`src/rtl/rtc_pkg.sv`:
```
// rtc_pkg: addresses, field positions, masks and carrier types of the
// transceiver control register bank.
// assumes one system clock; the serial pins are asynchronous to it.
package rtc_pkg;

    // ------------------------------------------------------------
    // command and register addresses
    // ------------------------------------------------------------
    localparam logic [7:0] RTC_ADDR_CLEAR = 8'h30;
    localparam logic [7:0] RTC_ADDR_GEN = 8'h31;
    localparam logic [7:0] RTC_ADDR_RX = 8'h32;
    localparam logic [7:0] RTC_ADDR_TX = 8'h33;
    localparam logic [7:0] RTC_ADDR_SYNTH = 8'h34;
    localparam logic [7:0] RTC_ADDR_RB_GEN = 8'hc1;
    localparam logic [7:0] RTC_ADDR_RB_RX = 8'hc2;
    localparam logic [7:0] RTC_ADDR_RB_TX = 8'hc3;

    localparam logic [4:0] RTC_LEN_ADDR = 5'h08;
    localparam logic [4:0] RTC_LEN_BYTE = 5'h08;
    localparam logic [4:0] RTC_LEN_WORD = 5'h10;
    localparam logic [4:0] RTC_LEN_NONE = 5'h00;

    // ------------------------------------------------------------
    // reset values and writable-bit masks
    // ------------------------------------------------------------
    localparam logic [7:0] RTC_GLOBAL_CLEAR_COMMAND = 8'h00;
    localparam logic [15:0] RTC_RX_RST = 16'h0000;
    localparam logic [7:0] RTC_TX_RST = 8'h00;
    localparam logic [15:0] RTC_SYNTH_RST = 16'h0000;
    localparam logic [7:0] RTC_GEN_MASK = 8'hff;
    localparam logic [15:0] RTC_RX_MASK = 16'h847f;
    localparam logic [7:0] RTC_TX_MASK = 8'hcf;
    localparam logic [15:0] RTC_SYNTH_MASK = 16'h7f3f;

    // ------------------------------------------------------------
    // field positions
    // ------------------------------------------------------------
    localparam int RTC_GE_LNA = 7;
    localparam int RTC_GE_LO = 6;
    localparam int RTC_GE_IFS = 5;
    localparam int RTC_GE_BIAS = 4;
    localparam int RTC_GE_EXTOSC = 3;
    localparam int RTC_GE_RFS = 2;
    localparam int RTC_GE_RXM = 1;
    localparam int RTC_GE_TXM = 0;
    localparam int RTC_RX_SB = 15;
    localparam int RTC_RX_IF = 10;
    localparam int RTC_RX_MG = 5;
    localparam int RTC_RX_AG = 3;
    localparam int RTC_RX_IR = 2;
    localparam int RTC_RX_DIV = 0;
    localparam int RTC_TX_GAIN = 6;
    localparam int RTC_TX_SB = 3;
    localparam int RTC_TX_SR = 2;
    localparam int RTC_TX_DIV = 0;
    localparam int RTC_SY_MODE = 11;
    localparam int RTC_SY_DITHER = 10;
    localparam int RTC_SY_RES = 9;
    localparam int RTC_SY_PATH = 8;

    localparam logic [1:0] RTC_DIV_RESERVED = 2'h3;
    localparam logic [1:0] RTC_TXG_ALIAS = 2'h3;
    localparam logic [1:0] RTC_TXG_ZERO = 2'h0;
    localparam logic [3:0] RTC_MODE_MASH = 4'hc;
    localparam logic [3:0] RTC_MODE_MASH_PF = 4'hd;

    // ------------------------------------------------------------
    // types
    // ------------------------------------------------------------
    typedef enum logic [1:0] {
        RTC_ST_ADDR,
        RTC_ST_WDATA,
        RTC_ST_RDATA,
        RTC_ST_SKIP
    } rtc_state_type;

    typedef struct packed {
        logic low_noise_amp_on;
        logic local_osc_output_on;
        logic intermediate_synth_on;
        logic external_osc_input_on;
        logic high_freq_synth_on;
        logic receive_mixer_on;
        logic transmit_mixer_on;
        logic bias_on;
        logic receive_sideband_select;
        logic if_is_225;
        logic [1:0] mixer_gain_step;
        logic [1:0] amp_gain_step;
        logic image_reject_on;
        logic [1:0] receive_lo_divider;
        logic receive_div_reserved;
        logic [1:0] transmit_atten_3db;
        logic transmit_sideband_select;
        logic sideband_reject_on;
        logic [1:0] transmit_lo_divider;
        logic transmit_div_reserved;
        logic synth_mode_valid;
        logic synth_post_filter;
        logic synth_dither_on;
        logic synth_frac_16bit;
        logic synth_to_transmit;
    } rtc_ctrl_type;

endpackage

```
`src/rtl/rtc_control_regs.sv`:
```
// rtc_control_regs: write-only control register bank with read-back
// copies, reached over a three-wire serial control port plus select.
// assumes serial pins asynchronous to i_sys_clk, sclk well below
// a quarter of the system clock rate.
`timescale 1ns/1ps

module rtc_control_regs
    import rtc_pkg::*;
(
    input wire logic i_sys_clk,
    input wire logic i_reset,
    input wire logic i_select_n,
    input wire logic i_serial_clk,
    input wire logic i_command_data,
    output logic o_reply_data,
    output logic o_reply_data_oe,
    output logic o_powersave,
    output rtc_ctrl_type o_ctrl
);

    // ------------------------------------------------------------
    // pin synchronisers
    // ------------------------------------------------------------
    logic sel_n_s1_r, sel_n_s2_r;
    logic sclk_s1_r, sclk_s2_r, sclk_s3_r;
    logic cdata_s1_r, cdata_s2_r;

    always_ff @(posedge i_sys_clk) begin
        sel_n_s1_r <= i_select_n;
        sel_n_s2_r <= sel_n_s1_r;
        sclk_s1_r <= i_serial_clk;
        sclk_s2_r <= sclk_s1_r;
        sclk_s3_r <= sclk_s2_r;
        cdata_s1_r <= i_command_data;
        cdata_s2_r <= cdata_s1_r;
    end

    wire selected = ~sel_n_s2_r;
    wire sclk_rise = sclk_s2_r & ~sclk_s3_r;
    wire sclk_fall = ~sclk_s2_r & sclk_s3_r;

    // ------------------------------------------------------------
    // serial framing
    // ------------------------------------------------------------
    rtc_state_type state_r, state_nxt;
    logic [4:0] bit_cnt_r, bit_cnt_nxt;
    logic [15:0] shift_r;
    logic [7:0] addr_r;
    logic [15:0] tx_shift_r;
    logic [7:0] gen_r;
    logic [15:0] rx_r;
    logic [7:0] tx_r;
    logic [15:0] synth_r;

    wire [15:0] shift_in = {shift_r[14:0], cdata_s2_r};
    wire [4:0] bit_cnt_inc = bit_cnt_r + 5'h01;
    wire [7:0] addr_in = shift_in[7:0];
    wire addr_done = (state_r == RTC_ST_ADDR) && sclk_rise
        && (bit_cnt_inc == RTC_LEN_ADDR);

    // write length per address; zero means not writable
    wire [4:0] wr_len;
    assign wr_len = (addr_in == RTC_ADDR_GEN) ? RTC_LEN_BYTE :
        (addr_in == RTC_ADDR_RX) ? RTC_LEN_WORD :
        (addr_in == RTC_ADDR_TX) ? RTC_LEN_BYTE :
        (addr_in == RTC_ADDR_SYNTH) ? RTC_LEN_WORD : RTC_LEN_NONE;
    logic [4:0] len_r;

    // read-back value left aligned so the msb goes out first
    wire rd_hit;
    wire [15:0] rd_value;
    assign rd_hit = (addr_in == RTC_ADDR_RB_GEN)
        || (addr_in == RTC_ADDR_RB_RX) || (addr_in == RTC_ADDR_RB_TX);
    assign rd_value = (addr_in == RTC_ADDR_RB_GEN) ? {gen_r, 8'h00} :
        (addr_in == RTC_ADDR_RB_RX) ? rx_r :
        (addr_in == RTC_ADDR_RB_TX) ? {tx_r, 8'h00} : 16'h0000;

    wire clear_cmd = addr_done && (addr_in == RTC_ADDR_CLEAR);
    wire write_done = (state_r == RTC_ST_WDATA) && sclk_rise
        && (bit_cnt_inc == len_r);

    always_comb begin
        state_nxt = state_r;
        bit_cnt_nxt = bit_cnt_r;
        if (!selected) begin
            state_nxt = RTC_ST_ADDR;
            bit_cnt_nxt = 5'h00;
        end else if (sclk_rise) begin
            case (state_r)
                RTC_ST_ADDR: begin
                    bit_cnt_nxt = bit_cnt_inc;
                    if (addr_done) begin
                        bit_cnt_nxt = 5'h00;
                        if (wr_len != RTC_LEN_NONE) begin
                            state_nxt = RTC_ST_WDATA;
                        end else if (rd_hit) begin
                            state_nxt = RTC_ST_RDATA;
                        end else begin
                            state_nxt = RTC_ST_SKIP;
                        end
                    end
                end
                RTC_ST_WDATA: begin
                    bit_cnt_nxt = bit_cnt_inc;
                    if (write_done) begin
                        state_nxt = RTC_ST_SKIP;
                    end
                end
                default: begin
                    state_nxt = state_r;
                end
            endcase
        end
    end

    always_ff @(posedge i_sys_clk) begin
        if (i_reset) begin
            state_r <= RTC_ST_ADDR;
            bit_cnt_r <= 5'h00;
            shift_r <= 16'h0000;
            addr_r <= 8'h00;
            len_r <= RTC_LEN_NONE;
        end else begin
            state_r <= state_nxt;
            bit_cnt_r <= bit_cnt_nxt;
            if (sclk_rise && selected) begin
                shift_r <= shift_in;
            end
            if (addr_done) begin
                addr_r <= addr_in;
                len_r <= wr_len;
            end
        end
    end

    // ------------------------------------------------------------
    // reply line: changes on the falling serial edge so the host
    // samples a settled bit on the next rising edge
    // ------------------------------------------------------------
    always_ff @(posedge i_sys_clk) begin
        if (i_reset) begin
            tx_shift_r <= 16'h0000;
            o_reply_data <= 1'b0;
            o_reply_data_oe <= 1'b0;
        end else begin
            o_reply_data_oe <= selected && (state_nxt == RTC_ST_RDATA);
            if (addr_done && rd_hit) begin
                tx_shift_r <= rd_value;
            end else if (sclk_fall && state_r == RTC_ST_RDATA) begin
                o_reply_data <= tx_shift_r[15];
                tx_shift_r <= {tx_shift_r[14:0], 1'b0};
            end
        end
    end

    // ------------------------------------------------------------
    // register file
    // ------------------------------------------------------------
    wire wr_gen = write_done && (addr_r == RTC_ADDR_GEN);
    wire wr_rx = write_done && (addr_r == RTC_ADDR_RX);
    wire wr_tx = write_done && (addr_r == RTC_ADDR_TX);
    wire wr_synth = write_done && (addr_r == RTC_ADDR_SYNTH);

    // reserved bits are dropped on the way in, so they read back zero
    always_ff @(posedge i_sys_clk) begin
        if (i_reset || clear_cmd) begin
            gen_r <= RTC_GLOBAL_CLEAR_COMMAND;
            rx_r <= RTC_RX_RST;
            tx_r <= RTC_TX_RST;
            synth_r <= RTC_SYNTH_RST;
        end else begin
            if (wr_gen) begin
                gen_r <= shift_in[7:0] & RTC_GEN_MASK;
            end
            if (wr_rx) begin
                rx_r <= shift_in & RTC_RX_MASK;
            end
            if (wr_tx) begin
                tx_r <= shift_in[7:0] & RTC_TX_MASK;
            end
            if (wr_synth) begin
                synth_r <= shift_in & RTC_SYNTH_MASK;
            end
        end
    end

    // ------------------------------------------------------------
    // control decode
    // ------------------------------------------------------------
    wire any_block_on = gen_r[RTC_GE_LNA] | gen_r[RTC_GE_LO]
        | gen_r[RTC_GE_IFS] | gen_r[RTC_GE_EXTOSC] | gen_r[RTC_GE_RFS]
        | gen_r[RTC_GE_RXM] | gen_r[RTC_GE_TXM];
    wire [3:0] mode = synth_r[RTC_SY_MODE +: 4];
    wire [1:0] txg = tx_r[RTC_TX_GAIN +: 2];
    rtc_ctrl_type ctrl_nxt;

    always_comb begin
        ctrl_nxt.low_noise_amp_on = gen_r[RTC_GE_LNA];
        // the lo divider must be set by the host first; the lo output
        // enable is passed through untouched
        ctrl_nxt.local_osc_output_on = gen_r[RTC_GE_LO];
        ctrl_nxt.intermediate_synth_on = gen_r[RTC_GE_IFS];
        ctrl_nxt.external_osc_input_on = gen_r[RTC_GE_EXTOSC];
        ctrl_nxt.high_freq_synth_on = gen_r[RTC_GE_RFS];
        ctrl_nxt.receive_mixer_on = gen_r[RTC_GE_RXM];
        ctrl_nxt.transmit_mixer_on = gen_r[RTC_GE_TXM];
        // the stored pre-enable bit is never set by hardware
        ctrl_nxt.bias_on = gen_r[RTC_GE_BIAS] | any_block_on;
        ctrl_nxt.receive_sideband_select = rx_r[RTC_RX_SB];
        ctrl_nxt.if_is_225 = rx_r[RTC_RX_IF];
        ctrl_nxt.mixer_gain_step = rx_r[RTC_RX_MG +: 2];
        ctrl_nxt.amp_gain_step = rx_r[RTC_RX_AG +: 2];
        ctrl_nxt.image_reject_on = rx_r[RTC_RX_IR];
        ctrl_nxt.receive_lo_divider = rx_r[RTC_RX_DIV +: 2];
        ctrl_nxt.receive_div_reserved =
            (rx_r[RTC_RX_DIV +: 2] == RTC_DIV_RESERVED);
        // code 3 aliases to no attenuation
        ctrl_nxt.transmit_atten_3db =
            (txg == RTC_TXG_ALIAS) ? RTC_TXG_ZERO : txg;
        ctrl_nxt.transmit_sideband_select = tx_r[RTC_TX_SB];
        ctrl_nxt.sideband_reject_on = tx_r[RTC_TX_SR];
        ctrl_nxt.transmit_lo_divider = tx_r[RTC_TX_DIV +: 2];
        ctrl_nxt.transmit_div_reserved =
            (tx_r[RTC_TX_DIV +: 2] == RTC_DIV_RESERVED);
        ctrl_nxt.synth_mode_valid =
            (mode == RTC_MODE_MASH) || (mode == RTC_MODE_MASH_PF);
        ctrl_nxt.synth_post_filter = (mode == RTC_MODE_MASH_PF);
        ctrl_nxt.synth_dither_on = synth_r[RTC_SY_DITHER];
        ctrl_nxt.synth_frac_16bit = synth_r[RTC_SY_RES];
        ctrl_nxt.synth_to_transmit = synth_r[RTC_SY_PATH];
    end

    always_ff @(posedge i_sys_clk) begin
        if (i_reset) begin
            o_ctrl <= '0;
            o_powersave <= 1'b1;
        end else begin
            o_ctrl <= ctrl_nxt;
            o_powersave <= ~(gen_r[RTC_GE_BIAS] | any_block_on);
        end
    end

    // ------------------------------------------------------------
    // checks
    // ------------------------------------------------------------
    chk_clear_all_regs: assert property (
        @(posedge i_sys_clk) disable iff (i_reset)
        clear_cmd |=> (gen_r == RTC_GLOBAL_CLEAR_COMMAND) && (rx_r == RTC_RX_RST)
            && (tx_r == RTC_TX_RST) && (synth_r == RTC_SYNTH_RST))
        else $error("clear command left a register bit set");

    chk_clear_powersave: assert property (
        @(posedge i_sys_clk) disable iff (i_reset)
        clear_cmd |=> ##1 o_powersave && !o_ctrl.bias_on
            && !o_ctrl.low_noise_amp_on && !o_ctrl.transmit_mixer_on)
        else $error("device not in powersave after clear");

    chk_enable_map: assert property (
        @(posedge i_sys_clk) disable iff (i_reset)
        ##1 (o_ctrl.low_noise_amp_on == $past(gen_r[RTC_GE_LNA]))
            && (o_ctrl.transmit_mixer_on == $past(gen_r[RTC_GE_TXM]))
            && (o_ctrl.receive_mixer_on == $past(gen_r[RTC_GE_RXM])))
        else $error("enable output does not follow its bit");

    chk_bias_on: assert property (
        @(posedge i_sys_clk) disable iff (i_reset)
        $past(gen_r != RTC_GLOBAL_CLEAR_COMMAND) |-> o_ctrl.bias_on)
        else $error("bias off while a block is enabled");

    chk_readback_load: assert property (
        @(posedge i_sys_clk) disable iff (i_reset)
        (addr_done && addr_in == RTC_ADDR_RB_RX)
            |=> (tx_shift_r == $past(rx_r)))
        else $error("read-back does not match receive control");

    chk_rx_write: assert property (
        @(posedge i_sys_clk) disable iff (i_reset)
        (wr_rx && !clear_cmd) |=> (rx_r == ($past(shift_in) & RTC_RX_MASK)))
        else $error("receive control write not stored");

    chk_tx_gain: assert property (
        @(posedge i_sys_clk) disable iff (i_reset)
        (tx_r[RTC_TX_GAIN +: 2] == RTC_TXG_ALIAS) [*2]
            |-> (o_ctrl.transmit_atten_3db == RTC_TXG_ZERO))
        else $error("tx gain code three not zero attenuation");

    chk_rx_div_res: assert property (
        @(posedge i_sys_clk) disable iff (i_reset)
        ##1 o_ctrl.receive_div_reserved
            == ($past(rx_r[RTC_RX_DIV +: 2]) == RTC_DIV_RESERVED))
        else $error("rx divider reserved flag wrong");

    chk_synth_mode: assert property (
        @(posedge i_sys_clk) disable iff (i_reset)
        ##1 o_ctrl.synth_mode_valid
            == ($past(synth_r[RTC_SY_MODE + 1 +: 3]) == RTC_MODE_MASH[3:1]))
        else $error("synth mode validity wrong");

    chk_reply_quiet: assert property (
        @(posedge i_sys_clk) disable iff (i_reset)
        !selected |=> !o_reply_data_oe)
        else $error("reply driven while deselected");

    chk_bias_idle: assert property (
        @(posedge i_sys_clk) disable iff (i_reset)
        $past(gen_r == RTC_GLOBAL_CLEAR_COMMAND) |-> !o_ctrl.bias_on)
        else $error("bias on while every block is disabled");

    chk_powersave_map: assert property (
        @(posedge i_sys_clk) disable iff (i_reset)
        ##1 o_powersave == ($past(gen_r) == RTC_GLOBAL_CLEAR_COMMAND))
        else $error("powersave does not follow the enables");

    chk_rx_sideband: assert property (
        @(posedge i_sys_clk) disable iff (i_reset)
        ##1 o_ctrl.receive_sideband_select == $past(rx_r[RTC_RX_SB]))
        else $error("rx sideband select does not follow its bit");

    chk_if_mode: assert property (
        @(posedge i_sys_clk) disable iff (i_reset)
        ##1 o_ctrl.if_is_225 == $past(rx_r[RTC_RX_IF]))
        else $error("if mode does not follow its bit");

    chk_mixer_gain: assert property (
        @(posedge i_sys_clk) disable iff (i_reset)
        ##1 o_ctrl.mixer_gain_step == $past(rx_r[RTC_RX_MG +: 2]))
        else $error("mixer gain step does not follow its field");

    chk_amp_gain: assert property (
        @(posedge i_sys_clk) disable iff (i_reset)
        ##1 o_ctrl.amp_gain_step == $past(rx_r[RTC_RX_AG +: 2]))
        else $error("amp gain step does not follow its field");

    chk_image_reject: assert property (
        @(posedge i_sys_clk) disable iff (i_reset)
        ##1 o_ctrl.image_reject_on == $past(rx_r[RTC_RX_IR]))
        else $error("image reject mode does not follow its bit");

    chk_tx_sideband: assert property (
        @(posedge i_sys_clk) disable iff (i_reset)
        ##1 o_ctrl.transmit_sideband_select == $past(tx_r[RTC_TX_SB]))
        else $error("tx sideband select does not follow its bit");

    chk_sb_reject: assert property (
        @(posedge i_sys_clk) disable iff (i_reset)
        ##1 o_ctrl.sideband_reject_on == $past(tx_r[RTC_TX_SR]))
        else $error("sideband reject mode does not follow its bit");

    chk_synth_dither: assert property (
        @(posedge i_sys_clk) disable iff (i_reset)
        ##1 o_ctrl.synth_dither_on == $past(synth_r[RTC_SY_DITHER]))
        else $error("dither enable does not follow its bit");

    chk_synth_res: assert property (
        @(posedge i_sys_clk) disable iff (i_reset)
        ##1 o_ctrl.synth_frac_16bit == $past(synth_r[RTC_SY_RES]))
        else $error("resolution select does not follow its bit");

    chk_synth_path: assert property (
        @(posedge i_sys_clk) disable iff (i_reset)
        ##1 o_ctrl.synth_to_transmit == $past(synth_r[RTC_SY_PATH]))
        else $error("synth path select does not follow its bit");

    chk_tx_write: assert property (
        @(posedge i_sys_clk) disable iff (i_reset)
        (wr_tx && !clear_cmd)
            |=> (tx_r == ($past(shift_in[7:0]) & RTC_TX_MASK)))
        else $error("transmit control write not stored");

endmodule

```
`config.mk`:
```
export PLATFORM = sky130hd
export DESIGN_NAME = rtc_control_regs
export DESIGN_NICKNAME = d
export VERILOG_FILES = /design/src/rtl/rtc_pkg.sv /design/src/rtl/rtc_control_regs.sv
export SDC_FILE = /design/constraint.sdc
export NUM_CORES = 1
export LEC_CHECK = 0
export BUFFER_PORTS_ARGS = -buffer_cell sky130_fd_sc_hd__buf_4
export CORE_ASPECT_RATIO = 1.4
export CORE_MARGIN = 1
export CORE_UTILIZATION = 50
export DETAILED_ROUTE_END_ITERATION = 10
export GPL_ROUTABILITY_DRIVEN = 0
export PLACE_DENSITY_LB_ADDON = 0.08
export SLEW_MARGIN = 10
export SYNTH_ARGS = -nofsm -noshare
export SYNTH_HDL_FRONTEND = slang
export SYNTH_SLANG_ARGS = --single-unit
```
`constraint.sdc`:
```
create_clock -name i_sys_clk -period 1.7 [get_ports i_sys_clk]
set_input_delay 0.17 -clock i_sys_clk [delete_from_list [all_inputs] [get_ports i_sys_clk]]
set_output_delay 0.17 -clock i_sys_clk [all_outputs]
set_load 0.05 [all_outputs]
```
==> impl_metrics.tcl <==
set metrics [dict create \
    cp-start-kind "register" \
    yosys-top-cells-count "dfxtp_1, nand2_1, a21oi_1, nand3_1" \
    synth_area_leaders "dfxtp_1, nand2_1, a21oi_1, mux2i_1, nor2b_1" \
    portBuffers 37 \
    clk_latency_ns 0.42 \
    async_flop_share_pct 0 \
    fill_cells 649 \
    core_area_sq_um 9030 \
    fin_crit_sh_pct 109 \
    grt_max_degree 41 \
    synth_top_area_cell "dfxtp_1" \
    syn_inst 526 \
    cp_max_fo 7 \
    maxSlewViolCount 0 \
    drv_cap 0 \
    crit_buf_inv 3 \
    p_leak_nw 2.51 \
    critical_path_required_ns 2.05 \
    ant_nets 0 \
    failed_checks "negative setup slack" \
    cts_buffers 17 \
    hp-class "in2reg" \
    dp.cells 686 \
    synthFlopType "dfxtp_1" \
    drtPass1Iterations 4 \
    grt_pass1_wl_um 20000 \
    max-vdd-ir-drop_uv 931 \
    hold_slack_ns 0.141 \
    yosysUniqueCellTypes 57 \
    finalHoldViolations 0 \
    finalSetupViolCount 55 \
    p_seq_share_pct 42.0 \
    critPathKind "reg2reg" \
    drtIter0Drc 225 \
    grt_antenna_before_repair 0 \
    drive_gt1_share_pct 36.8 \
    total_power_w 0.00662 \
    postLayoutCoreUtil_pct 73.4 \
    ys_seq_area_share_pct 50.5 \
    clock_power_share_pct 55.1 \
    synth.ff_latch_count 118 \
    fin_skew_ns 0.00932 \
    syn_nets 533 \
    avgViaCountPerCell 5.64 \
    finalWorstSetupSlack_ns -0.158 \
    hold_end "shift_r[6]" \
    wl_per_cell_um 17.1 \
    drc_errors 0 \
    yosysMostFrequentCell "dfxtp_1" \
    fin_cells 730 \
    synth_top_area_share_pct 50.5 \
    critPathArrivalTime_ns 2.21 \
    fin_nets 618 \
    rr_worst_depth 9 \
    start_util_pct 51.8 \
    min_from "i_reset" \
    status "complete, but fails checks" \
    reg2reg_to "synth_r[13]" \
    syn_avg_cell_area_sq_um 8.89 \
    rows 41 \
    fmaxAchievable_ghz 0.538 \
    num_vias 4117 \
    cts-root-buf "clkbuf_16" \
    power.density_nw_per_um2 1000 \
    reg2reg_slack_ns -0.16 \
    die_w_um 83.8 \
    syn-cell-area_sq_um 4680 \
    synth_edf_count 0 \
    ys_warn_count 0 \
    fin_crit_ns 1.86 \
    cp_slowest_cell "dfxtp_4" \
    clk_pin_slew_ns 0.05 \
    intPower_w 0.00524 \
    rsz0062_at_grt "true" \
    die_area_sq_um 9750 \
    crit_chain "ha_4, buf_6, a21bo_4, and4_4, o2111ai_4, nand2b_4, buf_12, buf_16, nor2_1" \
    io_pins 38 \
    power_switching_w 0.00139 \
    grt_pass1_vias 4019 \
    min_path_cells 2 \
    end_kind "register" \
    grt_usage_pct 26.5 \
    timing.rr.start "bit_cnt_r[0]" \
    clockBufferDepth 2 \
    fp.dieH_um 116 \
    finalWirelength_um 12500 \
    place_hpwl_um 7810 \
    tightest_slew_ns 0.485 \
    critical_path.max_stage_delay_ns 0.35 \
    cts_max_level 4 \
    area_delta_synth_final_pct 41.6 \
    pwr-share-comb_pct 3.0 \
    max-slew-margin-rel_pct 67.7 \
    clock_sinks 118 \
    path_delay_family "compound AO/OA/AOI/OAI gates" \
    setup_tns_ns -4.26 \
    cts_tree "yes" \
    diodes 0 \
    grt_overflow_total 0 \
    p_sw_share_pct 20.9 \
]
[kinds of logic (layout without fill, tap and decap cells)]
group / count (synthesis) / count (layout) / share of synthesized area [%]
and+or+nand+nor: 233 / 233 / 26.0
DFF: 118 / 118 / 50.5
adders and majority gates: 2 / 2 / 0.535
AOI/OAI and AO/OA: 103 / 103 / 12.9
buffers and inverters: 42 / 139 / 4.28
xor gates and xnor gates: 8 / 8 / 1.50
muxes: 20 / 20 / 4.36
[sequential cells by signal, indices dropped and copies added (netlist names), 2 cells and up]
name and flops:
o_ctrl 30, addr_r 8, synth_r 7, bit_cnt_r 5
gen_r 8, shift_r 15, tx_r 6, len_r 2
tx_shift_r 16, state_r 2, rx_r 9
[metrics by stage]
step,area (sq um),worst slack [ns]
after global placement,5420,-0.192
after global routing,6630,-0.220
after CTS,6430,-0.209
after floorplan,4780,-0.0798
final,6630,-0.158
after detailed placement,5420,-0.233
[cell usage in the layout, fill, tap and decap left out, types with 4 or more instances in the layout]
cell type	n
or3_1	5
buf_12	6
a31oi_1	4
nor3b_1	4
nand2_1	87
buf_6	8
nor4_1	4
mux2i_1	16
nand3_2	7
o21ai_2	6
a21oi_1	41
clkbuf_16	17
o21ai_1	9
nor2_2	7
nor2_1	13
nor2b_1	25
a21o_1	5
nand3_1	19
a21oi_2	21
dfxtp_1	113
nand4_1	12
nand2b_1	4
buf_4	87
nor2_4	5
[how the worst max path moves through the flow]
stage	start	endpoint	slack [ns]	cells past startpoint
6_report	bit_cnt_r[0]	synth_r[13]	-0.16	9
4_1_cts	bit_cnt_r[0]	synth_r[8]	-0.21	8
3_3_place_gp	bit_cnt_r[1]	synth_r[11]	-0.19	8
2_1_floorplan	bit_cnt_r[0]	tx_r[6]	-0.08	10
5_1_grt	sclk_s2_r	synth_r[14]	-0.22	7
3_5_place_dp	bit_cnt_r[1]	synth_r[8]	-0.23	8
[layout make-up]
| cell class | count | area [sq um] | share of cell area [%] |
|---|---|---|---|
| clock buffer | 20 | 457 | 6.89 |
| clock inverter | 11 | 149 | 2.25 |
| inverter | 2 | 7.51 | 0.113 |
| multi-input combinational | 366 | 2550 | 38.6 |
| sequential | 118 | 2380 | 35.9 |
| tap | 107 | 134 | 2.02 |
| timing repair buffer | 106 | 948 | 14.3 |
[power by group through the flow]
stage	sequential (W)	combinational, W	clock, W
2_1_floorplan	0.00284	0.0000827	0
3_3_place_gp	0.00284	0.000136	0
3_5_place_dp	0.00284	0.000138	0
4_1_cts	0.00278	0.000189	0.00368
5_1_grt	0.00278	0.000208	0.00380
6_report	0.00278	0.000197	0.00365
[layer usage]
layer  wire length, um  GRT usage, %
met2              6540          47.0
met5                 0             0
met1              5080          30.1
met4               279          12.5
met3               558          6.36
[repair_timing]
action,CTS,global route
pin swaps,21,12
hold endpoints to repair,3,0
endpoints found under the setup margin,60,61
buffers inserted,7,1
cloned,3,0
hold buffers,3,0
resized for setup,49,58
(Power assumes the default switching activity.)
